File: config.mk
export PLATFORM = sky130hd
export DESIGN_NAME = adcsq_top
export DESIGN_NICKNAME = d
export VERILOG_FILES = /design/src/adcsq_pkg.sv /design/src/adcsq_top.sv /design/src/adcsq_clkdiv.sv
export VERILOG_INCLUDE_DIRS = /design/src /design/src/src
export SDC_FILE = /design/constraint.sdc
export NUM_CORES = 1
export LEC_CHECK = 0
export BUFFER_PORTS_ARGS = -buffer_cell sky130_fd_sc_hd__buf_2
export CAP_MARGIN = 5
export CORE_MARGIN = 2
export CORE_UTILIZATION = 47
export CTS_CLUSTER_SIZE = 20
export DETAILED_ROUTE_END_ITERATION = 10
export PLACE_DENSITY = 0.78
export SYNTH_ARGS = -nofsm -noshare
export SYNTH_HDL_FRONTEND = slang
export SYNTH_SLANG_ARGS = --single-unit
File: constraint.sdc
create_clock -name pclk -period 1.99 [get_ports pclk]
set_input_delay 0.2985 -clock pclk [delete_from_list [all_inputs] [get_ports pclk]]
set_output_delay 0.2985 -clock pclk [all_outputs]
set_load 0.005 [all_outputs]
File: src/adcsq_consts.svh
`ifndef ADCSQ_CONSTS_SVH
`define ADCSQ_CONSTS_SVH

// =====================================================================
// register byte offsets
`define ADCSQ_ADDR_W 8
`define ADCSQ_OFF_CTRL_FIRST 8'h00
`define ADCSQ_OFF_CTRL_SECOND 8'h04
`define ADCSQ_OFF_PIN_ENABLE 8'h08
`define ADCSQ_OFF_RESULT_HIGH 8'h0C
`define ADCSQ_OFF_RESULT_LOW 8'h10
`define ADCSQ_OFF_INT_CTRL 8'h14

// =====================================================================
// converter_control_first fields
`define ADCSQ_CH_LSB 0
`define ADCSQ_CH_MSB 3
`define ADCSQ_FMT_BIT 4
`define ADCSQ_PWR_BIT 5
`define ADCSQ_BUSY_BIT 6
`define ADCSQ_START_BIT 7

// =====================================================================
// converter_control_second fields
`define ADCSQ_DIV_LSB 0
`define ADCSQ_DIV_MSB 2
`define ADCSQ_REF_LSB 3
`define ADCSQ_REF_MSB 4
`define ADCSQ_SRC_LSB 5
`define ADCSQ_SRC_MSB 7

// =====================================================================
// interrupt control fields
`define ADCSQ_FLAG_BIT 0
`define ADCSQ_IE_BIT 1
`define ADCSQ_GIE_BIT 2

// =====================================================================
// codes, reset values and timing
`define ADCSQ_CH_FIRST_NONE 4'h8
`define ADCSQ_SRC_EXT 3'h0
`define ADCSQ_SRC_BANDGAP 3'h1
`define ADCSQ_SRC_GND_LO 3'h2
`define ADCSQ_SRC_GND_HI 3'h4
`define ADCSQ_REF_VDD 2'h1
`define ADCSQ_RST_CTRL_FIRST 8'h00
`define ADCSQ_RST_CTRL_SECOND 8'h00
`define ADCSQ_RST_PIN_ENABLE 8'h00
`define ADCSQ_RST_RESULT 12'h000
`define ADCSQ_SAMPLE_CLKS 4'h4
`define ADCSQ_CONV_CLKS 4'hC
`define ADCSQ_TOTAL_CLKS 5'h10
`define ADCSQ_SAR_MSB 12'h800

`endif

File: src/adcsq_pkg.sv
package adcsq_pkg;
  typedef enum logic [1:0] {
    ADCSQ_IDLE,
    ADCSQ_ARMED,
    ADCSQ_SAMPLE,
    ADCSQ_CONVERT
  } adcsq_state_t;
  typedef logic [7:0] adcsq_byte_t;
  typedef logic [11:0] adcsq_code_t;
endpackage

File: src/adcsq_top.sv
// The register addresses and the APB interface to the registers were left to the implementer.
`timescale 1ns/1ns
`include "adcsq_consts.svh"

// Function
// [RULE1] pin enable routes pin as analog channel
// [RULE2] analog pin disconnects its pull-high
// [RULE3] analog pin overrides port direction
// [RULE4] external source codes pick pins 0 to 7
// [RULE5] external source, high channel code: floating
// [RULE6] bandgap source with high channel code
// [RULE7] ground source codes with high channel code
// [RULE8] software parks channel before internal source
// [RULE9] sampling lasts four converter clocks
// [RULE10] twelve converting clocks, sixteen in total
// [RULE11] start bit low-high-low starts conversion
// [RULE12] busy high during conversion, result after
// [RULE13] power enable off stops the converter
// [RULE14] twelve-bit unsigned result, full scale FFF
// [RULE15] format bit places result across registers
// [RULE16] software enables both interrupt levels
// [RULE17] software configures in advised order
// [RULE18] reference select picks full-scale reference
// [RULE19] code 01 selects supply, else pin
// [RULE20] divider codes give divide by powers two
// [RULE21] completion sets flag, raises enabled interrupt
// [RULE22] start rise resets, fall launches sampling
// [RULE23] results and busy change together
module adcsq_top #(
  parameter int PINS = 8,
  parameter int RES_W = 12
) (
  input wire logic pclk,
  input wire logic presetn,
  input wire logic psel,
  input wire logic penable,
  input wire logic pwrite,
  input wire logic [`ADCSQ_ADDR_W-1:0] paddr,
  input wire logic [31:0] pwdata,
  output logic [31:0] prdata,
  output logic pready,
  output logic pslverr,
  input wire logic [PINS-1:0] port_dir_input,
  input wire logic [PINS-1:0] port_pullup_req,
  output logic [PINS-1:0] pin_analog_en,
  output logic [PINS-1:0] pin_pullup_en,
  output logic [PINS-1:0] pin_oe_n,
  output logic [PINS-1:0] chan_connect,
  output logic bandgap_connect,
  output logic ground_connect,
  output logic ref_supply_sel,
  output logic converter_power_on,
  output logic sample_en,
  output adcsq_pkg::adcsq_code_t dac_code,
  input wire logic cmp_above,
  output logic conv_irq
);
  import adcsq_pkg::*;

  // ===================================================================
  // decode helpers
  function automatic logic src_is_ext(input logic [2:0] src);
    return (src == `ADCSQ_SRC_EXT) || (src > `ADCSQ_SRC_GND_HI);
  endfunction

  function automatic logic src_is_gnd(input logic [2:0] src);
    return (src >= `ADCSQ_SRC_GND_LO) && (src <= `ADCSQ_SRC_GND_HI);
  endfunction

  // ===================================================================
  // registers
  adcsq_byte_t ctrl1_q;
  adcsq_byte_t ctrl2_q;
  adcsq_byte_t pin_en_q;
  logic flag_q;
  logic ie_q;
  logic gie_q;
  logic busy_q;
  logic start_q;
  logic start_prev_q;
  adcsq_code_t result_q;
  adcsq_byte_t res_hi_q;
  adcsq_byte_t res_lo_q;
  logic [31:0] prdata_q;
  adcsq_state_t state_q;
  logic [3:0] cnt_q;
  adcsq_code_t dac_q;
  logic cmp_meta_q;
  logic cmp_sync_q;

  logic [3:0] chan_sel;
  logic [2:0] src_sel;
  logic pwr;
  logic fmt;
  logic tick;
  logic wr;
  logic setup;
  logic mapped;
  logic start_rise;
  logic start_fall;
  logic done;
  logic [3:0] bit_idx;
  adcsq_code_t decided;

  assign chan_sel = ctrl1_q[`ADCSQ_CH_MSB:`ADCSQ_CH_LSB];
  assign src_sel = ctrl2_q[`ADCSQ_SRC_MSB:`ADCSQ_SRC_LSB];
  assign pwr = ctrl1_q[`ADCSQ_PWR_BIT];
  assign fmt = ctrl1_q[`ADCSQ_FMT_BIT];

  // ===================================================================
  // apb slave: zero wait states, read data captured in setup phase
  assign wr = psel && penable && pwrite;
  assign setup = psel && !penable;
  assign mapped = (paddr == `ADCSQ_OFF_CTRL_FIRST) || (paddr == `ADCSQ_OFF_CTRL_SECOND) ||
                  (paddr == `ADCSQ_OFF_PIN_ENABLE) || (paddr == `ADCSQ_OFF_RESULT_HIGH) ||
                  (paddr == `ADCSQ_OFF_RESULT_LOW) || (paddr == `ADCSQ_OFF_INT_CTRL);
  assign pready = 1'b1;
  assign pslverr = psel && penable && !mapped;
  assign prdata = prdata_q;

  always_ff @(posedge pclk or negedge presetn) begin
    if (!presetn) begin
      prdata_q <= '0;
    end else if (setup) begin
      unique case (paddr)
        `ADCSQ_OFF_CTRL_FIRST: prdata_q <= {24'h000000, ctrl1_q[7], busy_q, ctrl1_q[5:0]};
        `ADCSQ_OFF_CTRL_SECOND: prdata_q <= {24'h000000, ctrl2_q};
        `ADCSQ_OFF_PIN_ENABLE: prdata_q <= {24'h000000, pin_en_q};
        `ADCSQ_OFF_RESULT_HIGH: prdata_q <= {24'h000000, res_hi_q}; // [RULE12]
        `ADCSQ_OFF_RESULT_LOW: prdata_q <= {24'h000000, res_lo_q}; // [RULE12]
        `ADCSQ_OFF_INT_CTRL: prdata_q <= {29'h00000000, gie_q, ie_q, flag_q};
        default: prdata_q <= '0;
      endcase
    end
  end

  // busy bit is read-only; the stored copy of that bit is unused
  always_ff @(posedge pclk or negedge presetn) begin
    if (!presetn) begin
      ctrl1_q <= `ADCSQ_RST_CTRL_FIRST;
      ctrl2_q <= `ADCSQ_RST_CTRL_SECOND;
      pin_en_q <= `ADCSQ_RST_PIN_ENABLE;
    end else if (wr) begin
      if (paddr == `ADCSQ_OFF_CTRL_FIRST) begin
        ctrl1_q <= pwdata[7:0];
      end
      if (paddr == `ADCSQ_OFF_CTRL_SECOND) begin
        ctrl2_q <= pwdata[7:0];
      end
      if (paddr == `ADCSQ_OFF_PIN_ENABLE) begin
        pin_en_q <= pwdata[7:0];
      end
    end
  end

  always_ff @(posedge pclk or negedge presetn) begin
    if (!presetn) begin
      ie_q <= 1'b0;
      gie_q <= 1'b0;
    end else if (wr && paddr == `ADCSQ_OFF_INT_CTRL) begin
      ie_q <= pwdata[`ADCSQ_IE_BIT];
      gie_q <= pwdata[`ADCSQ_GIE_BIT];
    end
  end

  // write one clears; a completion in the same cycle wins
  always_ff @(posedge pclk or negedge presetn) begin
    if (!presetn) begin
      flag_q <= 1'b0;
    end else if (done) begin
      flag_q <= 1'b1; // [RULE21]
    end else if (wr && paddr == `ADCSQ_OFF_INT_CTRL && pwdata[`ADCSQ_FLAG_BIT]) begin
      flag_q <= 1'b0;
    end
  end

  assign conv_irq = flag_q && ie_q && gie_q; // [RULE21]

  // ===================================================================
  // pin function override, one slice per pin
  genvar gi;
  generate
    for (gi = 0; gi < PINS; gi++) begin : g_pin
      assign pin_analog_en[gi] = pin_en_q[gi]; // [RULE1]
      assign pin_pullup_en[gi] = port_pullup_req[gi] && !pin_en_q[gi]; // [RULE2]
      // analog pins never drive, whatever the port direction says
      assign pin_oe_n[gi] = port_dir_input[gi] || pin_en_q[gi]; // [RULE1] [RULE3]
      assign chan_connect[gi] = (chan_sel == 4'(gi)); // [RULE4] [RULE5]
    end
  endgenerate

  // ===================================================================
  // internal sources; a low channel code stays connected, so a wrong
  // sequence converts the pin and leaves the internal source unconnected
  assign bandgap_connect = (src_sel == `ADCSQ_SRC_BANDGAP) &&
                           (chan_sel >= `ADCSQ_CH_FIRST_NONE); // [RULE6] [RULE8]
  assign ground_connect = src_is_gnd(src_sel) &&
                          (chan_sel >= `ADCSQ_CH_FIRST_NONE); // [RULE7]
  assign ref_supply_sel =
    (ctrl2_q[`ADCSQ_REF_MSB:`ADCSQ_REF_LSB] == `ADCSQ_REF_VDD); // [RULE18] [RULE19]
  assign converter_power_on = pwr; // [RULE13]

  // ===================================================================
  // converter clock enable
  adcsq_clkdiv #(
    .SEL_W(3),
    .CNT_W(7)
  ) u_div (
    .pclk(pclk),
    .presetn(presetn),
    .run(pwr),
    .div_sel(ctrl2_q[`ADCSQ_DIV_MSB:`ADCSQ_DIV_LSB]),
    .tick(tick)
  );

  // ===================================================================
  // comparator synchroniser; its two-cycle lag needs a converter clock
  // of at least three pclk cycles for exact successive approximation
  always_ff @(posedge pclk or negedge presetn) begin
    if (!presetn) begin
      cmp_meta_q <= 1'b0;
      cmp_sync_q <= 1'b0;
    end else begin
      cmp_meta_q <= cmp_above;
      cmp_sync_q <= cmp_meta_q;
    end
  end

  // ===================================================================
  // start edge detection
  always_ff @(posedge pclk or negedge presetn) begin
    if (!presetn) begin
      start_q <= 1'b0;
      start_prev_q <= 1'b0;
    end else begin
      start_q <= ctrl1_q[`ADCSQ_START_BIT];
      start_prev_q <= start_q;
    end
  end

  assign start_rise = start_q && !start_prev_q; // [RULE11]
  assign start_fall = !start_q && start_prev_q; // [RULE11]

  // ===================================================================
  // sequencer
  assign bit_idx = 4'(`ADCSQ_CONV_CLKS - 4'h1) - cnt_q;
  assign done = (state_q == ADCSQ_CONVERT) && tick && (cnt_q == `ADCSQ_CONV_CLKS - 4'h1);

  always_comb begin
    decided = dac_q;
    decided[bit_idx] = cmp_sync_q;
  end

  always_ff @(posedge pclk or negedge presetn) begin
    if (!presetn) begin
      state_q <= ADCSQ_IDLE;
      cnt_q <= '0;
    end else if (!pwr || start_rise) begin
      state_q <= pwr ? ADCSQ_ARMED : ADCSQ_IDLE; // [RULE13] [RULE22]
      cnt_q <= '0;
    end else begin
      unique case (state_q)
        ADCSQ_IDLE: begin
          cnt_q <= '0;
        end
        ADCSQ_ARMED: begin
          if (start_fall) begin
            state_q <= ADCSQ_SAMPLE; // [RULE22]
            cnt_q <= '0;
          end
        end
        ADCSQ_SAMPLE: begin
          if (tick) begin
            if (cnt_q == `ADCSQ_SAMPLE_CLKS - 4'h1) begin
              state_q <= ADCSQ_CONVERT; // [RULE9]
              cnt_q <= '0;
            end else begin
              cnt_q <= cnt_q + 4'h1;
            end
          end
        end
        ADCSQ_CONVERT: begin
          if (tick) begin
            if (done) begin
              state_q <= ADCSQ_IDLE; // [RULE10]
              cnt_q <= '0;
            end else begin
              cnt_q <= cnt_q + 4'h1;
            end
          end
        end
      endcase
    end
  end

  assign sample_en = (state_q == ADCSQ_SAMPLE); // [RULE9]

  always_ff @(posedge pclk or negedge presetn) begin
    if (!presetn) begin
      busy_q <= 1'b0;
    end else if (!pwr || start_rise) begin
      busy_q <= 1'b0; // [RULE13]
    end else if (state_q == ADCSQ_ARMED && start_fall) begin
      busy_q <= 1'b1; // [RULE12] [RULE22]
    end else if (done) begin
      busy_q <= 1'b0; // [RULE12] [RULE23]
    end
  end

  // successive approximation: trial code starts at mid scale
  always_ff @(posedge pclk or negedge presetn) begin
    if (!presetn) begin
      dac_q <= `ADCSQ_SAR_MSB;
    end else if (state_q != ADCSQ_CONVERT) begin
      dac_q <= `ADCSQ_SAR_MSB;
    end else if (tick && !done) begin
      dac_q <= decided | (`ADCSQ_SAR_MSB >> (cnt_q + 4'h1)); // [RULE14]
    end
  end

  assign dac_code = dac_q;

  // result and both views load on the edge that clears busy
  always_ff @(posedge pclk or negedge presetn) begin
    if (!presetn) begin
      result_q <= `ADCSQ_RST_RESULT;
      res_hi_q <= '0;
      res_lo_q <= '0;
    end else if (done) begin
      result_q <= decided; // [RULE14] [RULE23]
      if (fmt) begin
        res_hi_q <= {4'h0, decided[11:8]}; // [RULE15]
        res_lo_q <= decided[7:0];
      end else begin
        res_hi_q <= decided[11:4]; // [RULE15]
        res_lo_q <= {decided[3:0], 4'h0};
      end
    end
  end

  // ===================================================================
  // checks
  logic [4:0] tick_cnt_q;
  logic [4:0] sample_ticks_q;

  always_ff @(posedge pclk or negedge presetn) begin
    if (!presetn) begin
      tick_cnt_q <= '0;
      sample_ticks_q <= '0;
    end else if (!busy_q) begin
      tick_cnt_q <= '0;
      sample_ticks_q <= '0;
    end else if (tick) begin
      tick_cnt_q <= tick_cnt_q + 5'h01;
      if (sample_en) begin
        sample_ticks_q <= sample_ticks_q + 5'h01;
      end
    end
  end

  a_pin_override: assert property (@(posedge pclk) disable iff (!presetn) // [RULE1]
    pin_en_q[0] |-> pin_oe_n[0] && !pin_pullup_en[0] && pin_analog_en[0])
    else $error("analog pin still has digital functions");

  a_ext_channel: assert property (@(posedge pclk) disable iff (!presetn) // [RULE4]
    src_is_ext(src_sel) && chan_sel < `ADCSQ_CH_FIRST_NONE |->
      chan_connect == (PINS'(1) << chan_sel) && !bandgap_connect && !ground_connect)
    else $error("external channel routing wrong");

  a_float_input: assert property (@(posedge pclk) disable iff (!presetn) // [RULE5]
    src_is_ext(src_sel) && chan_sel >= `ADCSQ_CH_FIRST_NONE |->
      chan_connect == '0 && !bandgap_connect && !ground_connect)
    else $error("floating selection connects a source");

  a_internal_src: assert property (@(posedge pclk) disable iff (!presetn) // [RULE6]
    chan_sel >= `ADCSQ_CH_FIRST_NONE |->
      bandgap_connect == (src_sel == `ADCSQ_SRC_BANDGAP) && ground_connect == src_is_gnd(src_sel))
    else $error("internal source routing wrong");

  a_sample_len: assert property (@(posedge pclk) disable iff (!presetn) // [RULE9]
    $fell(sample_en) && busy_q |-> sample_ticks_q == 5'(`ADCSQ_SAMPLE_CLKS))
    else $error("sampling phase not four converter clocks");

  a_total_len: assert property (@(posedge pclk) disable iff (!presetn) // [RULE10]
    busy_q && done |-> tick_cnt_q == `ADCSQ_TOTAL_CLKS - 5'h01)
    else $error("conversion not sixteen converter clocks");

  a_busy_launch: assert property (@(posedge pclk) disable iff (!presetn) // [RULE22]
    state_q == ADCSQ_ARMED && start_fall && pwr |=> busy_q && sample_en && tick_cnt_q == 5'h00)
    else $error("start fall did not launch sampling");

  a_done_atomic: assert property (@(posedge pclk) disable iff (!presetn) // [RULE23]
    busy_q && done && pwr |=> !busy_q && flag_q && result_q == $past(decided))
    else $error("result, busy and flag not updated together");

  a_power_off: assert property (@(posedge pclk) disable iff (!presetn) // [RULE13]
    !pwr |-> !converter_power_on ##1 (!busy_q && !sample_en))
    else $error("converter active with power enable low");

  a_format_hi: assert property (@(posedge pclk) disable iff (!presetn) // [RULE15]
    done && fmt |=> res_hi_q[7:4] == 4'h0 && res_lo_q == result_q[7:0])
    else $error("right-justified format wrong");
endmodule

File: src/adcsq_clkdiv.sv
`timescale 1ns/1ns
`include "adcsq_consts.svh"

// =====================================================================
// converter clock enable: pclk divided by 2**div_sel
module adcsq_clkdiv #(
  parameter int SEL_W = 3,
  parameter int CNT_W = 7
) (
  input wire logic pclk,
  input wire logic presetn,
  input wire logic run,
  input wire logic [SEL_W-1:0] div_sel,
  output logic tick
);
  logic [CNT_W-1:0] cnt_q;
  logic [CNT_W-1:0] mask;

  // code 0 gives an all-zero mask, so every cycle ticks (divide by 1)
  assign mask = CNT_W'((1 << div_sel) - 1); // [RULE20]
  assign tick = run && ((cnt_q & mask) == mask); // [RULE20]

  always_ff @(posedge pclk or negedge presetn) begin
    if (!presetn) begin
      cnt_q <= '0;
    end else if (!run) begin
      cnt_q <= '0;
    end else begin
      cnt_q <= cnt_q + CNT_W'(1);
    end
  end
endmodule

# Yosys cells after proc, flatten, opt, wreduce, memory -nomap -nowiden
# Index checks and enable logic that the tools add are counted.
# Widths: inputs -> output; s select.
[totals]
reg_bits = 105
elab_cells = 153
[op_classes]
n_addsub = 4
magnitude_cmp = 5
eq_ne = 26
shifts = 2
mux = 29
n_bitwise = 2
reduce_logical = 67
[op_table]
columns = ["cell", "n"]
rows = [
  ["$pmux 8 s6", 1],
  ["$logic_and 1x1->1", 27],
  ["$mux 12", 2],
  ["$mux 4", 6],
  ["$eq 4x3->1 const B", 4],
  ["$eq 8x4->1 const B", 2],
  ["$eq 8x5->1 const B", 2],
  ["$mux 8", 2],
  ["$pmux 4 s4", 1],
  ["$logic_not 1->1", 14],
  ["$logic_or 1x1->1", 14],
  ["$bwmux 12", 1],
  ["$eq 4x2->1 const B", 3],
  ["$mux 2", 6],
  ["$or 12x12->12", 1],
  ["$shr 12x4->12 const A", 1],
  ["$eq 8x3->1 const B", 1],
  ["$logic_not 8->1", 1],
  ["$add 7x1->7 const B", 1],
  ["$and 7x7->7", 1],
  ["$eq 7x7->1", 1],
  ["$mux 1", 7],
  ["$mux 7", 1],
  ["$shl 1x3->7 const A", 1],
  ["27 further kinds", 34],
]

# Longest topological paths before layout
[depth]
depth_word = 11
depth_mapped = 7
ltp_nobuf = 6

# Hierarchy
# A second synthesis with hierarchy kept.
[hier_totals]
cells_unflattened = 438
area_unflattened_um2 = 4509.3
[modules_own_cells]
columns = ["module", "n_inst", "cells_each", "area_per_inst_um2", "seq_area_each_um2"]
rows = [
  ["adcsq_top", 1, 401, 4149.0, 1828.0],
  ["adcsq_clkdiv", 1, 37, 360.3, 175.2],
]

# Worst setup path before layout
# No wires, ideal clock.
[synth_path]
path_type = "reg-to-reg"
from = "register ctrl2_q[2]"
to = "register res_hi_q[0]"
setup_ns = 0.125
t_arrival_ns = 2.030
required_ns = 1.865
path_slack_ns = -0.166
path_stages_with_launch = 8
path_buffers = 2
synth_period_minus_slack_ns = 2.156
cell_sequence = "dfrtp_1 > or3b_1 > o311ai_2 > nand3_4 > or4_4 > buf_6 > buf_12 > mux2_4"
[synth_via]
elab_chain_cells = 7
[synth_lines]
columns = ["element", "line_no", "source"]
rows = [
  ["start, declared", "adcsq_top.sv:73", "adcsq_byte_t ctrl2_q;"],
  ["start signal, assigned", "adcsq_top.sv:141", "ctrl2_q <= `ADCSQ_RST_CTRL_SECOND;"],
  ["start signal, assigned", "adcsq_top.sv:148", "ctrl2_q <= pwdata[7:0];"],
  ["$shl 1x3->7 (*)", "adcsq_clkdiv.sv:20", "assign mask = CNT_W'((1 << div_sel) - 1);"],
  ["$sub 7x2->7 (*)", "adcsq_clkdiv.sv:20", ""],
  ["$and 7x7->7", "adcsq_clkdiv.sv:21", "assign tick = run && ((cnt_q & mask) == mask);"],
  ["$eq 7x7->1 (*)", "adcsq_clkdiv.sv:21", ""],
  ["$logic_and 1x1->1 (*)", "adcsq_clkdiv.sv:21", ""],
  ["$logic_and 1x1->1 (*) (2 in series)", "adcsq_top.sv:247", "assign done = (state_q == ADCSQ_CONVERT) && tick && (cnt_q == `ADCSQ_CONV_CLKS - 4'h1);"],
  ["end signal, assigned", "adcsq_top.sv:332", "res_hi_q <= {4'h0, decided[11:8]};"],
  ["end signal, assigned", "adcsq_top.sv:335", "res_hi_q <= decided[11:4];"],
  ["end, declared", "adcsq_top.sv:82", "adcsq_byte_t res_hi_q;"],
]
# Every way passes the cells marked *; elsewhere a longest branch is shown, timed or not.
# A chain may end at the register's enable or synchronous reset.

# Worst setup path in the final report
[layout_path]
from = "register ctrl2_q[1]"
to = "register res_hi_q[6]"
# Same word-level chain as after synthesis.

==> impl_metrics.ini <==
[clock_tree]
clock_tree.buffer_depth = 2
cts-buffers-inserted = 9
clkSinkCount = 80
clk-insertion-delay-late_ps = 370
tritoncts = built
clkSlewWorstSetupHoldPaths_ps = 100
cts_root_buf = clkbuf_8
cts_h_tree_depth = 3

[logic_synthesis]
synth_compound_area_share_pct = 13.5
synth_edf_count = 0
syn_avg_cell_area_um2 = 10.7
netlist_instances = 441
largest_family_of_logic_cells_by_synthesized_area = multiplexers
number_of_synthesized_register_bits = 80
synth.cell_area_um2 = 4740
yosys.cell_types.count = 67
synth_async_sr_flop_share_pct = 100
synth.area.mux_share_pct = 17.4
yosys.area_share.xor_xnor_pct = 1.29
post_synth_fa_ha_maj_area_fraction_pct = 2.11
post_synth_and_or_nand_nor_area_fraction_pct = 16.5
proportion_of_netlist_area_held_by_the_largest_area_contributor_pct = 41.7
ys_top_cells_by_count = 79 x dfrtp_1, 38 x mux2_2, 32 x nand2_1
cells_taking_the_most_area_after_synthesis = dfrtp_1 42%, mux2_2 9.0%, mux2i_1 4.9%
yosysMostFrequentCell = dfrtp_1
synth-main-ff-cell = dfrtp_1
ys_warn_count = 0
area_leader_netlist = dfrtp_1
synth-seq-area-share_pct = 42.3

[floorplanning]
die_x_um = 104
fp.dieH_um = 104
die-area_um2 = 10900
initial_core_util_pct = 48.5
core_area_um2 = 9770
floorplan.rows = 36
ioPinCount = 146

[sta]
clock-skew-final_ps = 12.8
timing.max_slew.rel_slack_pct = 56.0
report.final.hold_viol_count = 0
final_period_minus_worst_setup_slack_ps = 2080
layout_worst_path_cycle_share_pct = 104
final.hold.worst_slack_ps = 29.8
timing.final.max_slew_violations = 0
tightestPinTransition_ps = 661
timing.final.setup_violations = 18
unrepaired_setup_endpoints_after_global_routing = yes
totalNegativeSetupSlack_ps = -1030
final.setup.worst_slack_ps = -85.5
fmaxAchievable_ghz = 0.482

[worst_setup_path]
ff2ff_path_depth = 5
timing.critical_path.cells = or3b_4, o311ai_4, nand3_4, or4_4, mux2_4
start_kind = flop
critical_path_buf_inv_count = 0
worst_path_dominant_cell_family = simple AND/OR/NAND/NOR gates
worst_r2r_startpoint = ctrl2_q[1]
path_class = flop to flop
endpoint = res_hi_q[6]
critical_path.max_fanout = 6
worst-path-stages = 5
r2r_end = res_hi_q[6]
cp-end-kind = flop
worst_path_largest_cell_delay_ps = 560
critical_path_arrival_ps = 2340
r2r_setup_slack_ps = -90
required_ps = 2260
crit_path_top_delay_cell = or4_4
startpoint = ctrl2_q[1]

[global_route]
vias_in_the_first_global_route = 3806
grt_start_max_net_pins = 66
grt.total_usage_pct = 21.5
grt_first_pass_wirelength_um = 18700
globalRoute.totalOverflow = 0
antenna_found_initial = 0

[route]
drt_pass1_iterations = 4
drtAntennaViolNets = 0
avgViaCountPerCell = 5.47
drt_iter0_markers = 237
drc = 0
wirelength_um = 11900
vias = 3846
route.detailed.wl_per_inst_um = 17.0

[final_layout]
insertedDiodeCount = 0
post_route_cells_drive_above_1_share_pct = 40.2
syn_to_final_growth_pct = 21.6
finalInstanceArea_um2 = 5760
layout.nets = 635

[power_and_ir_drop]
share_clk_of_total_power_pct = 43.3
pwr_density_cell_nw_per_um2 = 573
comb_power_share_pct = 6.7
p_total_mw = 3.30
p_switching_uw = 837
static-leakage-power_nw = 2.94
switching_share_pct = 25.4
reg_power_share_pct = 50.0
max-vdd-ir-drop_mv = 0.336
internal_power_mw = 2.47

[place]
port_buffers = 96
routabilityCongestion = 0.879
detailedPlacementHpwl_um = 8770
postPlaceCellArea_um2 = 5450

[flow_run]
drv_cap = 0

[outcome]
run_status = finished with violations
violations = setup timing

[min_path]
worst_hold_path_type = primary input to flop
[final cells by class]
class | instances | area, um2
fill | 838 | 4010
multi-input combinational | 335 | 2570
sequential | 80 | 2000
timing repair buffer | 132 | 768
tap | 133 | 166
clock buffer | 9 | 124
clock inverter | 7 | 108
inverter | 7 | 26.3
[power groups by stage]
stage          logic (mW)  registers [mW]  clock network (mW)
3_3_place_gp        0.209            1.68                   0
2_1_floorplan       0.127            1.68                   0
6_report            0.221            1.65                1.43
5_1_grt             0.244            1.65                1.51
4_1_cts             0.219            1.65                1.44
3_5_place_dp        0.215            1.68                   0
[state kept, by name, indices dropped and copies added, names as in the netlist, 2 cells and up]
signal / flops
state_q: 2
prdata: 8
res_lo_q: 8
dac_code: 12
res_hi_q: 8
ctrl2_q: 8
cnt_q: 4
ctrl1_q: 7
pin_analog_en: 8
u_div.cnt_q: 7
[worst reg2reg max path: stages, from the launching register on]
cell and delay (ps):
dfrtp_1 430, or3b_4 420, o311ai_4 90, nand3_4 150
or4_4 560, mux2_4 320
[how the worst min path moves through the flow]
stage               from         end  slack (ps)  depth (start not counted)
6_report       cmp_above  cmp_meta_q          30                          1
3_5_place_dp     presetn  cmp_sync_q         170                          1
3_3_place_gp     presetn  cmp_meta_q         170                          1
5_1_grt        cmp_above  cmp_meta_q           4                          1
4_1_cts        cmp_above  cmp_meta_q          20                          1
2_1_floorplan    presetn      busy_q           3                          0
[cells in the final DEF (no fill, tap or decap), types with 8 or more instances in the layout]
| cell type | instances |
|---|---|
| nor2_1 | 13 |
| buf_4 | 35 |
| nor2b_1 | 23 |
| mux2_4 | 8 |
| conb_1 | 25 |
| a22oi_1 | 12 |
| dfrtp_1 | 78 |
| or2_2 | 9 |
| mux2_2 | 38 |
| nand3_1 | 12 |
| buf_2 | 95 |
| o2bb2ai_1 | 10 |
| nand2_1 | 32 |
| mux2i_1 | 22 |
| and2_1 | 11 |
| clkbuf_8 | 9 |
| a21boi_0 | 10 |
[kinds of logic (layout without fill, tap and decap cells)]
logic type | Yosys count | count (layout)
and+or+nand+nor | 139 | 141
AOI/OAI and AO/OA | 83 | 83
DFF | 80 | 80
muxes | 71 | 71
buffers and inverters | 51 | 155
adders and majority gates | 8 | 8
xor gates and xnor gates | 7 | 7
other | 2 | 25
[layer usage]
layer	GRT usage [%]	routed length [um]
met4	8.20	210
met2	34.7	5740
met3	5.01	820
met1	28.0	5180
met5	0	0
[what timing repair did]
action | in CTS | in global routing
hold buffers | 1 | 0
endpoints found under the setup margin | 28 | 34
pin swaps | 0 | 2
cloned | 1 | 1
gates resized for setup | 3 | 11
buffers inserted | 0 | 1
endpoints found under the hold margin | 14 | 0
[through the flow]
step,setup WS [ps],utilization (%),instances
floorplan,-166,-,464
detailed placement,-152,55.7,683
global route,-139,59.0,703
CTS,-108,58.4,701
global placement,-102,55.7,683
finish,-85.5,59.0,703
Note: power is estimated with default switching activity, not from simulation.
